<file path="config.mk">
export PLATFORM = sky130hd
export DESIGN_NAME = codm_decoder
export DESIGN_NICKNAME = d
export VERILOG_FILES = /design/src/core/codm_decoder.v /design/src/core/codm_field_map.v
export VERILOG_INCLUDE_DIRS = /design/src /design/src/core
export SDC_FILE = /design/constraint.sdc
export NUM_CORES = 1
export LEC_CHECK = 0
export ABC_AREA = 1
export ABC_CLOCK_PERIOD_IN_PS = 2100
export BUFFER_PORTS_ARGS = -buffer_cell sky130_fd_sc_hd__buf_2
export CORE_ASPECT_RATIO = 0.8
export CORE_MARGIN = 2
export CORE_UTILIZATION = 53
export DETAILED_ROUTE_END_ITERATION = 10
export PLACE_DENSITY = 0.85
export SYNTH_ARGS = -nofsm -noshare
export SYNTH_HDL_FRONTEND = slang
export SYNTH_SLANG_ARGS = --single-unit
</file>
<file path="constraint.sdc">
create_clock -name sys_clk -period 2.1 [get_ports sys_clk]
set_input_delay 0.105 -clock sys_clk [delete_from_list [all_inputs] [get_ports sys_clk]]
set_output_delay 0.105 -clock sys_clk [all_outputs]
set_load 0.02 [all_outputs]
</file>
<file path="src/core/codm_consts.vh">
`ifndef CODM_CONSTS_VH
`define CODM_CONSTS_VH

// ----------------------------------------
// Opcode groups and patterns
// ----------------------------------------
`define CODM_GRP_LOW         2'h0
`define CODM_GRP_MOVE        2'h1
`define CODM_GRP_HIGH        2'h3
`define CODM_NIB_PAIR_LOAD   4'h1
`define CODM_NIB_POP         4'h1
`define CODM_NIB_PUSH        4'h5
`define CODM_OP_SWAP_DE_HL   8'heb
`define CODM_OP_SWAP_TOP_HL  8'he3
`define CODM_OP_HL_TO_SP     8'hf9
`define CODM_MEM_CODE        3'h6
`define CODM_PAIR_SPECIAL    2'h3

// ----------------------------------------
// Instruction classes
// ----------------------------------------
`define CODM_CLS_W           4
`define CODM_CLS_NONE        4'h0
`define CODM_CLS_COPY_REG    4'h1
`define CODM_CLS_STORE_MEM   4'h2
`define CODM_CLS_LOAD_MEM    4'h3
`define CODM_CLS_LOAD_PAIR   4'h4
`define CODM_CLS_SWAP_DE_HL  4'h5
`define CODM_CLS_PUSH        4'h6
`define CODM_CLS_POP         4'h7
`define CODM_CLS_SWAP_TOP    4'h8
`define CODM_CLS_HL_TO_SP    4'h9

// ----------------------------------------
// Clock cycle counts
// ----------------------------------------
`define CODM_CYC_W           5
`define CODM_CYC_NONE        5'h00
`define CODM_CYC_COPY        5'h04
`define CODM_CYC_MEM_MOVE    5'h07
`define CODM_CYC_LOAD_PAIR   5'h0a
`define CODM_CYC_SWAP_DE_HL  5'h04
`define CODM_CYC_PUSH        5'h0c
`define CODM_CYC_POP         5'h0a
`define CODM_CYC_SWAP_TOP    5'h10
`define CODM_CYC_HL_TO_SP    5'h06
`define CODM_CYC_ONE         5'h01

`endif

</file>
<file path="src/core/codm_decoder.v">
// Overview of operation
// - 01DDDSSS with no field at 110 is a register copy from SSS to DDD in 4 cycles.
// - 01110SSS stores the register chosen by SSS to memory in 7 cycles.
// - 01DDD110 loads the register chosen by DDD from memory in 7 cycles.
// - 00PP0001 loads a 16-bit immediate into pair B/C, D/E or H/L by pair code in 10 cycles.
// - 00110001 loads the immediate into the stack pointer, pair code 11 meaning the stack pointer, 10 cycles.
// - 11101011 swaps D/E with H/L in 4 cycles with no bus data.
// - 11PP0101 pushes pair B/C, D/E or H/L onto the stack in 12 cycles.
// - 11110101 pushes accumulator and flags, pair code 11 meaning that pair, 12 cycles.
// - 11PP0001 pops two stack bytes into pair B/C, D/E or H/L in 10 cycles.
// - 11110001 pops two stack bytes into accumulator and flags in 10 cycles.
// - 11100011 exchanges H/L with the two top stack bytes in 16 cycles.
// - 11111001 copies H/L into the stack pointer in 6 cycles without memory transfer.
`timescale 1ns/10ps
`default_nettype none

`include "codm_consts.vh"

module codm_decoder #(
	parameter CYC_W = `CODM_CYC_W
) (
	sys_clk,
	reset,
	opcode,
	opcode_valid,
	opcode_ready,
	dec_valid,
	dec_class,
	dst_field,
	src_field,
	dst_sel,
	src_sel,
	pair_code,
	pair_is_sp,
	pair_is_af,
	cycle_count,
	mem_read,
	mem_write,
	unsupported,
	exec_done
);
	input  wire             sys_clk;
	input  wire             reset;
	input  wire [7:0]       opcode;
	input  wire             opcode_valid;
	output wire             opcode_ready;
	output reg              dec_valid;
	output reg  [3:0]       dec_class;
	output reg  [2:0]       dst_field;
	output reg  [2:0]       src_field;
	output reg  [7:0]       dst_sel;
	output reg  [7:0]       src_sel;
	output reg  [1:0]       pair_code;
	output reg              pair_is_sp;
	output reg              pair_is_af;
	output reg  [CYC_W-1:0] cycle_count;
	output reg              mem_read;
	output reg              mem_write;
	output reg              unsupported;
	output reg              exec_done;

	// ----------------------------------------
	// States
	// ----------------------------------------
	localparam [1:0] ST_IDLE = 2'h1;
	localparam [1:0] ST_EXEC = 2'h2;

	reg  [1:0]       state_q;
	reg  [1:0]       state_d;
	reg  [CYC_W-1:0] remain_q;
	reg  [CYC_W-1:0] remain_d;

	reg  [3:0]       cls_d;
	reg  [CYC_W-1:0] cyc_d;
	reg              mem_rd_d;
	reg              mem_wr_d;
	reg              is_sp_d;
	reg              is_af_d;
	reg              unsup_d;

	wire [7:0]       dst_sel_w;
	wire [7:0]       src_sel_w;
	wire             dst_mem;
	wire             src_mem;
	wire             accept;
	wire             special_pair;

	// ----------------------------------------
	// Field extraction
	// ----------------------------------------
	codm_field_map #(
		.NREG   (8)
	) u_dst_map (
		.code   (opcode[5:3]),
		.sel    (dst_sel_w),
		.is_mem (dst_mem)
	);

	codm_field_map #(
		.NREG   (8)
	) u_src_map (
		.code   (opcode[2:0]),
		.sel    (src_sel_w),
		.is_mem (src_mem)
	);

	assign special_pair = (opcode[5:4] == `CODM_PAIR_SPECIAL);
	assign opcode_ready = state_q[0];
	assign accept       = opcode_valid && opcode_ready;

	// ----------------------------------------
	// Opcode classification
	// ----------------------------------------
	always @* begin
		cls_d    = `CODM_CLS_NONE;
		cyc_d    = `CODM_CYC_NONE;
		mem_rd_d = 1'b0;
		mem_wr_d = 1'b0;
		is_sp_d  = 1'b0;
		is_af_d  = 1'b0;
		unsup_d  = 1'b0;
		if (opcode[7:6] == `CODM_GRP_MOVE) begin
			if (dst_mem && src_mem) begin
				unsup_d = 1'b1;
			end else if (dst_mem) begin
				cls_d    = `CODM_CLS_STORE_MEM;
				cyc_d    = `CODM_CYC_MEM_MOVE;
				mem_wr_d = 1'b1;
			end else if (src_mem) begin
				cls_d    = `CODM_CLS_LOAD_MEM;
				cyc_d    = `CODM_CYC_MEM_MOVE;
				mem_rd_d = 1'b1;
			end else begin
				cls_d = `CODM_CLS_COPY_REG;
				cyc_d = `CODM_CYC_COPY;
			end
		end else if (opcode[7:6] == `CODM_GRP_LOW && opcode[3:0] == `CODM_NIB_PAIR_LOAD) begin
			cls_d    = `CODM_CLS_LOAD_PAIR;
			cyc_d    = `CODM_CYC_LOAD_PAIR;
			mem_rd_d = 1'b1;
			is_sp_d  = special_pair;
		end else if (opcode == `CODM_OP_SWAP_DE_HL) begin
			cls_d = `CODM_CLS_SWAP_DE_HL;
			cyc_d = `CODM_CYC_SWAP_DE_HL;
		end else if (opcode[7:6] == `CODM_GRP_HIGH && opcode[3:0] == `CODM_NIB_PUSH) begin
			cls_d    = `CODM_CLS_PUSH;
			cyc_d    = `CODM_CYC_PUSH;
			mem_wr_d = 1'b1;
			is_af_d  = special_pair;
		end else if (opcode[7:6] == `CODM_GRP_HIGH && opcode[3:0] == `CODM_NIB_POP) begin
			cls_d    = `CODM_CLS_POP;
			cyc_d    = `CODM_CYC_POP;
			mem_rd_d = 1'b1;
			is_af_d  = special_pair;
		end else if (opcode == `CODM_OP_SWAP_TOP_HL) begin
			cls_d    = `CODM_CLS_SWAP_TOP;
			cyc_d    = `CODM_CYC_SWAP_TOP;
			mem_rd_d = 1'b1;
			mem_wr_d = 1'b1;
		end else if (opcode == `CODM_OP_HL_TO_SP) begin
			cls_d = `CODM_CLS_HL_TO_SP;
			cyc_d = `CODM_CYC_HL_TO_SP;
		end else begin
			unsup_d = 1'b1;
		end
	end

	// ----------------------------------------
	// Occupancy sequencing
	// ----------------------------------------
	always @* begin
		state_d  = state_q;
		remain_d = remain_q;
		case (state_q)
			ST_IDLE: begin
				if (accept && cyc_d > `CODM_CYC_ONE) begin
					state_d  = ST_EXEC;
					remain_d = cyc_d - `CODM_CYC_ONE;
				end
			end
			ST_EXEC: begin
				remain_d = remain_q - `CODM_CYC_ONE;
				if (remain_q == `CODM_CYC_ONE) begin
					state_d = ST_IDLE;
				end
			end
			default: begin
				state_d  = ST_IDLE;
				remain_d = `CODM_CYC_NONE;
			end
		endcase
	end

	// ----------------------------------------
	// Registered decode outputs
	// ----------------------------------------
	always @(posedge sys_clk) begin
		if (reset) begin
			state_q     <= ST_IDLE;
			remain_q    <= `CODM_CYC_NONE;
			dec_valid   <= 1'b0;
			dec_class   <= `CODM_CLS_NONE;
			dst_field   <= 3'h0;
			src_field   <= 3'h0;
			dst_sel     <= 8'h00;
			src_sel     <= 8'h00;
			pair_code   <= 2'h0;
			pair_is_sp  <= 1'b0;
			pair_is_af  <= 1'b0;
			cycle_count <= `CODM_CYC_NONE;
			mem_read    <= 1'b0;
			mem_write   <= 1'b0;
			unsupported <= 1'b0;
			exec_done   <= 1'b0;
		end else begin
			state_q   <= state_d;
			remain_q  <= remain_d;
			dec_valid <= accept;
			exec_done <= (state_q == ST_EXEC) && (remain_q == `CODM_CYC_ONE);
			if (accept) begin
				dec_class   <= cls_d;
				dst_field   <= opcode[5:3];
				src_field   <= opcode[2:0];
				dst_sel     <= dst_sel_w;
				src_sel     <= src_sel_w;
				pair_code   <= opcode[5:4];
				pair_is_sp  <= is_sp_d;
				pair_is_af  <= is_af_d;
				cycle_count <= cyc_d;
				mem_read    <= mem_rd_d;
				mem_write   <= mem_wr_d;
				unsupported <= unsup_d;
			end
		end
	end

endmodule

`default_nettype wire

</file>
<file path="src/core/codm_field_map.v">
`timescale 1ns/10ps
`default_nettype none

`include "codm_consts.vh"

module codm_field_map #(
	parameter NREG = 8
) (
	code,
	sel,
	is_mem
);
	input  wire [2:0]      code;
	output wire [NREG-1:0] sel;
	output wire            is_mem;

	// ----------------------------------------
	// One-hot register select, memory code masked out
	// ----------------------------------------
	genvar i;
	generate
		for (i = 0; i < NREG; i = i + 1) begin : g_sel
			localparam [31:0] IDX_FULL = i;
			localparam [2:0]  IDX      = IDX_FULL[2:0];
			assign sel[i] = (code == IDX) && (IDX != `CODM_MEM_CODE);
		end
	endgenerate

	assign is_mem = (code == `CODM_MEM_CODE);

endmodule

`default_nettype wire

</file>
# Word-level counts from Yosys, hierarchy flattened
# Index checks and enable logic that the tools add are counted.
# op_classes
eq_ne	27
reduce_logical	11
muxes	56
add_sub_neg	2
magnitude_cmp	1
# op_table
cell	count
2-to-1 mux 5 bit	7
2-to-1 mux 1 bit	31
2-to-1 mux 4 bit	7
== test 3 bit (second input constant)	8
== test 8 bit (second input constant)	3
2-to-1 mux 2 bit	7
== test 3 x 2 -> 1 bit (second input constant)	4
case mux 5 bit (2 select lines)	1
subtractor 5 x 1 -> 5 bit (second input constant)	2
logical AND 1 bit	7
== test 2 bit (second input constant)	3
== test 3 x 1 -> 1 bit (second input constant)	2
logical NOT 3 bit	2
2-to-1 mux 3 bit	2
== test 5 x 1 -> 1 bit (second input constant)	1
> comparator 5 x 1 -> 1 bit (second input constant)	1
== test 2 x 1 -> 1 bit (second input constant)	2
== test 4 x 1 -> 1 bit (second input constant)	1
== test 4 x 3 -> 1 bit (second input constant)	1
!= test 2 bit (second input constant)	2
case mux 2 bit (2 select lines)	1
logical NOT 2 bit	1
AND reduction 2 bit	1
# totals
word_cells	113
in_bits	11
regBits	45
out_inout_bits	41

# Depth between registers and ports, before layout
# depth
word_depth	12
ltp_mapped	14
ltp_nobuf	14

# Hierarchy
# Synthesis repeated with hierarchy kept, for this count alone.
# hier_totals
hier_cells	320
area_unflattened_um2	2263.4
# modules_own_cells
module	area_each_um2	cells_each	n_inst	seq_area_each_um2
codm_decoder	2128.3	286	1	900.9
codm_field_map	67.6	17	2	0.0

# Worst setup path before layout
# OpenSTA, ideal clock, no wires.
# synth_timing
path_kind	in2reg
startpoint	input opcode[1]
endpoint	register remain_q[0]
n_path_buf	0
slack_ns	0.420
required_time_ns	1.987
path_stages	12
t_arrival_ns	1.567
setup_time_ns	0.113
path_cell_list	inv_2 nor2_1 nand2_1 ha_1 nor2_4 nor3_4 ha_1 nand4_1 nand3_4 nand2_4 nor2_1 nor2_1
# synth_via
word_cells_on_any_way	26
cone_classes	1 x add/sub; 1 x order compare; 7 x eq/ne; 12 x mux; 5 x reduce/logical
# synth_rtl
element	line_no	source
start: declaration	codm_decoder.v:44	input wire [7:0] opcode;
== test 8 bit (no source line) or == test 4 x 1 -> 1 bit (tied branches)	-	
2-to-1 mux 5 bit or logical AND 1 bit (tied branches)	-	
2-to-1 mux 5 bit	codm_decoder.v:150	end else if (opcode[7:6] == `CODM_GRP_HIGH && opcode[3:0] == `CODM_NIB_POP) begin
2-to-1 mux 5 bit	codm_decoder.v:145	end else if (opcode[7:6] == `CODM_GRP_HIGH && opcode[3:0] == `CODM_NIB_PUSH) begin
2-to-1 mux 5 bit	codm_decoder.v:142	end else if (opcode == `CODM_OP_SWAP_DE_HL) begin
2-to-1 mux 5 bit	codm_decoder.v:137	end else if (opcode[7:6] == `CODM_GRP_LOW && opcode[3:0] == `CODM_NIB_PAIR_LOAD) begin
2-to-1 mux 5 bit *	codm_decoder.v:122	if (opcode[7:6] == `CODM_GRP_MOVE) begin
net cyc_d[0]	codm_decoder.v:74	reg [CYC_W-1:0] cyc_d;
subtractor 5 x 1 -> 5 bit (no source line) or > comparator 5 x 1 -> 1 bit (tied branches)	-	
2-to-1 mux 5 bit or logical AND 1 bit (tied branches)	-	
case mux 5 bit (2 select lines) or != test 2 bit (tied branches)	-	
end signal: assignment	codm_decoder.v:200	remain_q <= `CODM_CYC_NONE;
end signal: assignment	codm_decoder.v:217	remain_q <= remain_d;
end: declaration	codm_decoder.v:70	reg [CYC_W-1:0] remain_q;
# Mark *: on every way through the listed nets, which the timed path passes. The rest lies on a longest branch. The select of a mux whose other input is x is not followed.
# A chain may end at the register's enable or synchronous reset.

# Final worst setup path
# Ends and elaborated chain as after synthesis.

==> results_dict.tcl <==
set metrics [dict create \
    hold_path_class "in2reg" \
    timing.final.setup_violations 0 \
    internal_power_of_the_cells_mw 1.60 \
    netlist.area_leader.share_pct 40.2 \
    fin_crit_sh_pct 81.3 \
    num_vias 1998 \
    crit_path_max_fanout 5 \
    coreArea_um2 3830 \
    worstSetupPathType "in2reg" \
    antenna_viol_nets_final 0 \
    commonest_cells_after_routing_fill_and_taps_aside "sky130_fd_sc_hd__nand2_1 (55), sky130_fd_sc_hd__buf_2 (49), sky130_fd_sc_hd__nor2_1 (43), sky130_fd_sc_hd__dfxtp_1 (43), sky130_fd_sc_hd__inv_1 (24)" \
    clock_tree_from_tritoncts "done" \
    yosys_register_bits 43 \
    switching_portion_of_total_power_pct 40.6 \
    max_freq_mhz 586 \
    initial_utilization_pct 55.9 \
    drive_gt1_share_pct 25.8 \
    placementRows 20 \
    rsz0062_at_grt "no" \
    distinct_cells_synth 34 \
    cts.repair_timing.setup_buffer_count 0 \
    cts_max_path_buffers 2 \
    design.die.area_um2 4560 \
    synth-main-ff-cell "sky130_fd_sc_hd__dfxtp_1" \
    worst_setup_path_end_kind "flop" \
    power_leakage_nw 1.26 \
    nNetsFinal 357 \
    die_w_um 75.0 \
    port_buffers 49 \
    comb_power_share_pct 42.5 \
    bufs_and_invs_on_worst_path 2 \
    finClkSkew_ps 2.51 \
    synth_async_sr_flop_share_pct 0 \
    synth_area_per_cell_um2 7.33 \
    path_clk_slew_ps 70 \
    grt.overflow.total 0 \
    grt_usage_pct 23.0 \
    vdd_drop_max_mv 0.543 \
    drt-total-wl_um 4930 \
    layout_commonest_cell "sky130_fd_sc_hd__nand2_1" \
    cell_area_after_synthesis_um2 2140 \
    r2r_slack_ps 620 \
    gp_routability_congestion 0.904 \
    clock_tree.htree_level_count 2 \
    net-switching-power_mw 1.09 \
    number_of_antenna_violations_at_the_first_check_in_global_routing 0 \
    max_cap_violations 0 \
    critPathSlowestCell "sky130_fd_sc_hd__ha_1" \
    critical_path.max_stage_delay_ps 340 \
    clock_buffers_created_by_tritoncts 5 \
    detail_route.first_pass.iterations 4 \
    power.density_nw_per_um2 1080 \
    final_core_utilization_pct 65.0 \
    initialDrtViolationCount 214 \
    detailed_place_hpwl_um 3710 \
    worst_setup_path_start_kind "input pin" \
    launch_point_of_the_critical_path "opcode[1]" \
    skew_pair_late_insertion_delay_ps 290 \
    synth.area.top_cells "sky130_fd_sc_hd__dfxtp_1 (40%), sky130_fd_sc_hd__nand2_1 (9.6%), sky130_fd_sc_hd__nor2_1 (7.5%)" \
    diodes 0 \
    timing.final.hold_violations 0 \
    pin_count 52 \
    route.detailed.wl_per_inst_um 12.6 \
    synth-warning-count 0 \
    totalNegativeSetupSlack_ps 0 \
    fillers 325 \
    outcome "finished, final reports clean" \
    worstRegToRegCells 6 \
    area_delta_synth_final_pct 16.3 \
    synthDominantAreaCellType "sky130_fd_sc_hd__dfxtp_1" \
    ctsResizeCount 0 \
    pwr-share-clk_pct 19.2 \
    timing_worst_slew_pin_value_ps 644 \
    required_ps 2330 \
    synth_seq_area_share_pct 40.2 \
    cp_data_arrival_time_ps 1930 \
    viasPerCell 5.10 \
    hold_buffers 0 \
    synth_edf_count 0 \
    rr_endpoint "mem_write" \
    synth_cells 292 \
    relSlewSlack_pct 57.0 \
    cell_chain_critical_path "buf_2 > inv_2 > nor2_1 > nand2_1 > ha_1 > nor2_4 > nor3_4 > ha_1 > nand4_1 > nand3_4 > nand2_4 > nand2_1 > nand2_1 > nor2_1" \
    crit_path_end "remain_q[0]" \
    critical-path-top-delay-family "simple AND/OR/NAND/NOR gates" \
    numClockSinks 43 \
    die_y_um 60.8 \
    critical-path-top-cell-by-count "sky130_fd_sc_hd__nand2_1" \
    grt_max_degree 28 \
    grt_pass1_vias 1699 \
    post-route-drc-count 0 \
    worstReg2RegStart "state_q[0]" \
    cp_num_cells 14 \
    share_of_total_power_in_sequential_cells_pct 38.3 \
    cts_root_buf "sky130_fd_sc_hd__clkbuf_8" \
    grt_pass1_wl_um 7910 \
    period_minus_slack_ps 1710 \
    final_slew_violations 0 \
]
worst register-to-register path, cell delays in order (launching register included):
cell                       delay, ps
sky130_fd_sc_hd__dfxtp_1         400
sky130_fd_sc_hd__nand2_1         110
sky130_fd_sc_hd__inv_1           270
sky130_fd_sc_hd__buf_4           310
sky130_fd_sc_hd__nand4_1         140
sky130_fd_sc_hd__o211ai_1        100
sky130_fd_sc_hd__inv_1            50
power by group through the flow:
stage / clock network (mW) / registers [mW] / logic (mW)
final: 0.516 / 1.03 / 1.14
after global routing: 0.560 / 1.05 / 1.27
after CTS: 0.520 / 1.03 / 1.13
after detailed placement: 0 / 1.05 / 1.13
after global placement: 0 / 1.05 / 1.12
after floorplan: 0 / 1.14 / 0.774
synth_stat cells, types with 5 or more instances:
| library cell | n |
|---|---|
| sky130_fd_sc_hd__nand2_1 | 55 |
| sky130_fd_sc_hd__dfxtp_1 | 43 |
| sky130_fd_sc_hd__nor2_1 | 43 |
| sky130_fd_sc_hd__inv_1 | 24 |
| sky130_fd_sc_hd__a21oi_1 | 22 |
| sky130_fd_sc_hd__o21ai_0 | 16 |
| sky130_fd_sc_hd__nand3_1 | 15 |
| sky130_fd_sc_hd__ha_1 | 9 |
| sky130_fd_sc_hd__clkbuf_1 | 8 |
| sky130_fd_sc_hd__inv_2 | 8 |
| sky130_fd_sc_hd__nand2_2 | 7 |
| sky130_fd_sc_hd__nand4_1 | 6 |
| sky130_fd_sc_hd__buf_4 | 5 |
state kept, by name, summed over array words and instances (netlist names), 2 cells and up:
signal,cells
src_field,3
remain_q,5
src_sel,7
state_q,2
cycle_count,5
dst_sel,7
dst_field,3
dec_class,4
through the flow:
step                      setup WS (ps)  power [mW]  std cells  area (um2)  hold WS, ps
after global placement              142        2.16        385        2400          391
after global routing                236        2.88        392        2490          110
after detailed placement           99.1        2.18        385        2400          401
after CTS                           397        2.69        392        2490         89.8
after floorplan                     420        1.91        293        2140          255
final                               394        2.69        392        2490         94.9
kinds of logic after synthesis:
| kind of cell | count (synthesis) | share of synthesized area (%) |
|---|---|---|
| and+or+nand+nor | 140 | 31.3 |
| AOI/OAI and AO/OA | 53 | 14.0 |
| buffers and inverters | 46 | 9.01 |
| DFF | 43 | 40.2 |
| adders and majority gates | 9 | 5.26 |
| other | 1 | 0.175 |
routing by layer:
layer / share of wire (%) / track usage [%]
met1: 52 / 34.6
met2: 41 / 33.2
met3: 5.7 / 5.15
met4: 0.75 / 5.87
met5: 0 / 0
how the worst min path moves through the flow:
stage,to,cells past startpoint,slack (ps),from
global placement,src_field[1],3,390,opcode[1]
CTS,src_field[1],3,90,opcode[1]
floorplan,src_field[1],2,250,opcode[1]
detailed placement,src_field[1],3,400,opcode[1]
global route,src_field[1],3,110,opcode[1]
finish,src_field[1],3,90,opcode[1]
area by class of cell:
| class | count | area, um2 | area share, % |
|---|---|---|---|
| inverters | 32 | 120 | 4.83 |
| repair buffers | 51 | 260 | 10.5 |
| clock inverters | 1 | 5.00 | 0.201 |
| multi-input cells | 204 | 1090 | 43.8 |
| well taps | 55 | 68.8 | 2.77 |
| flip-flops and latches | 43 | 861 | 34.6 |
| clock buffers | 6 | 82.6 | 3.32 |
Power figures use the tool's default switching activity.
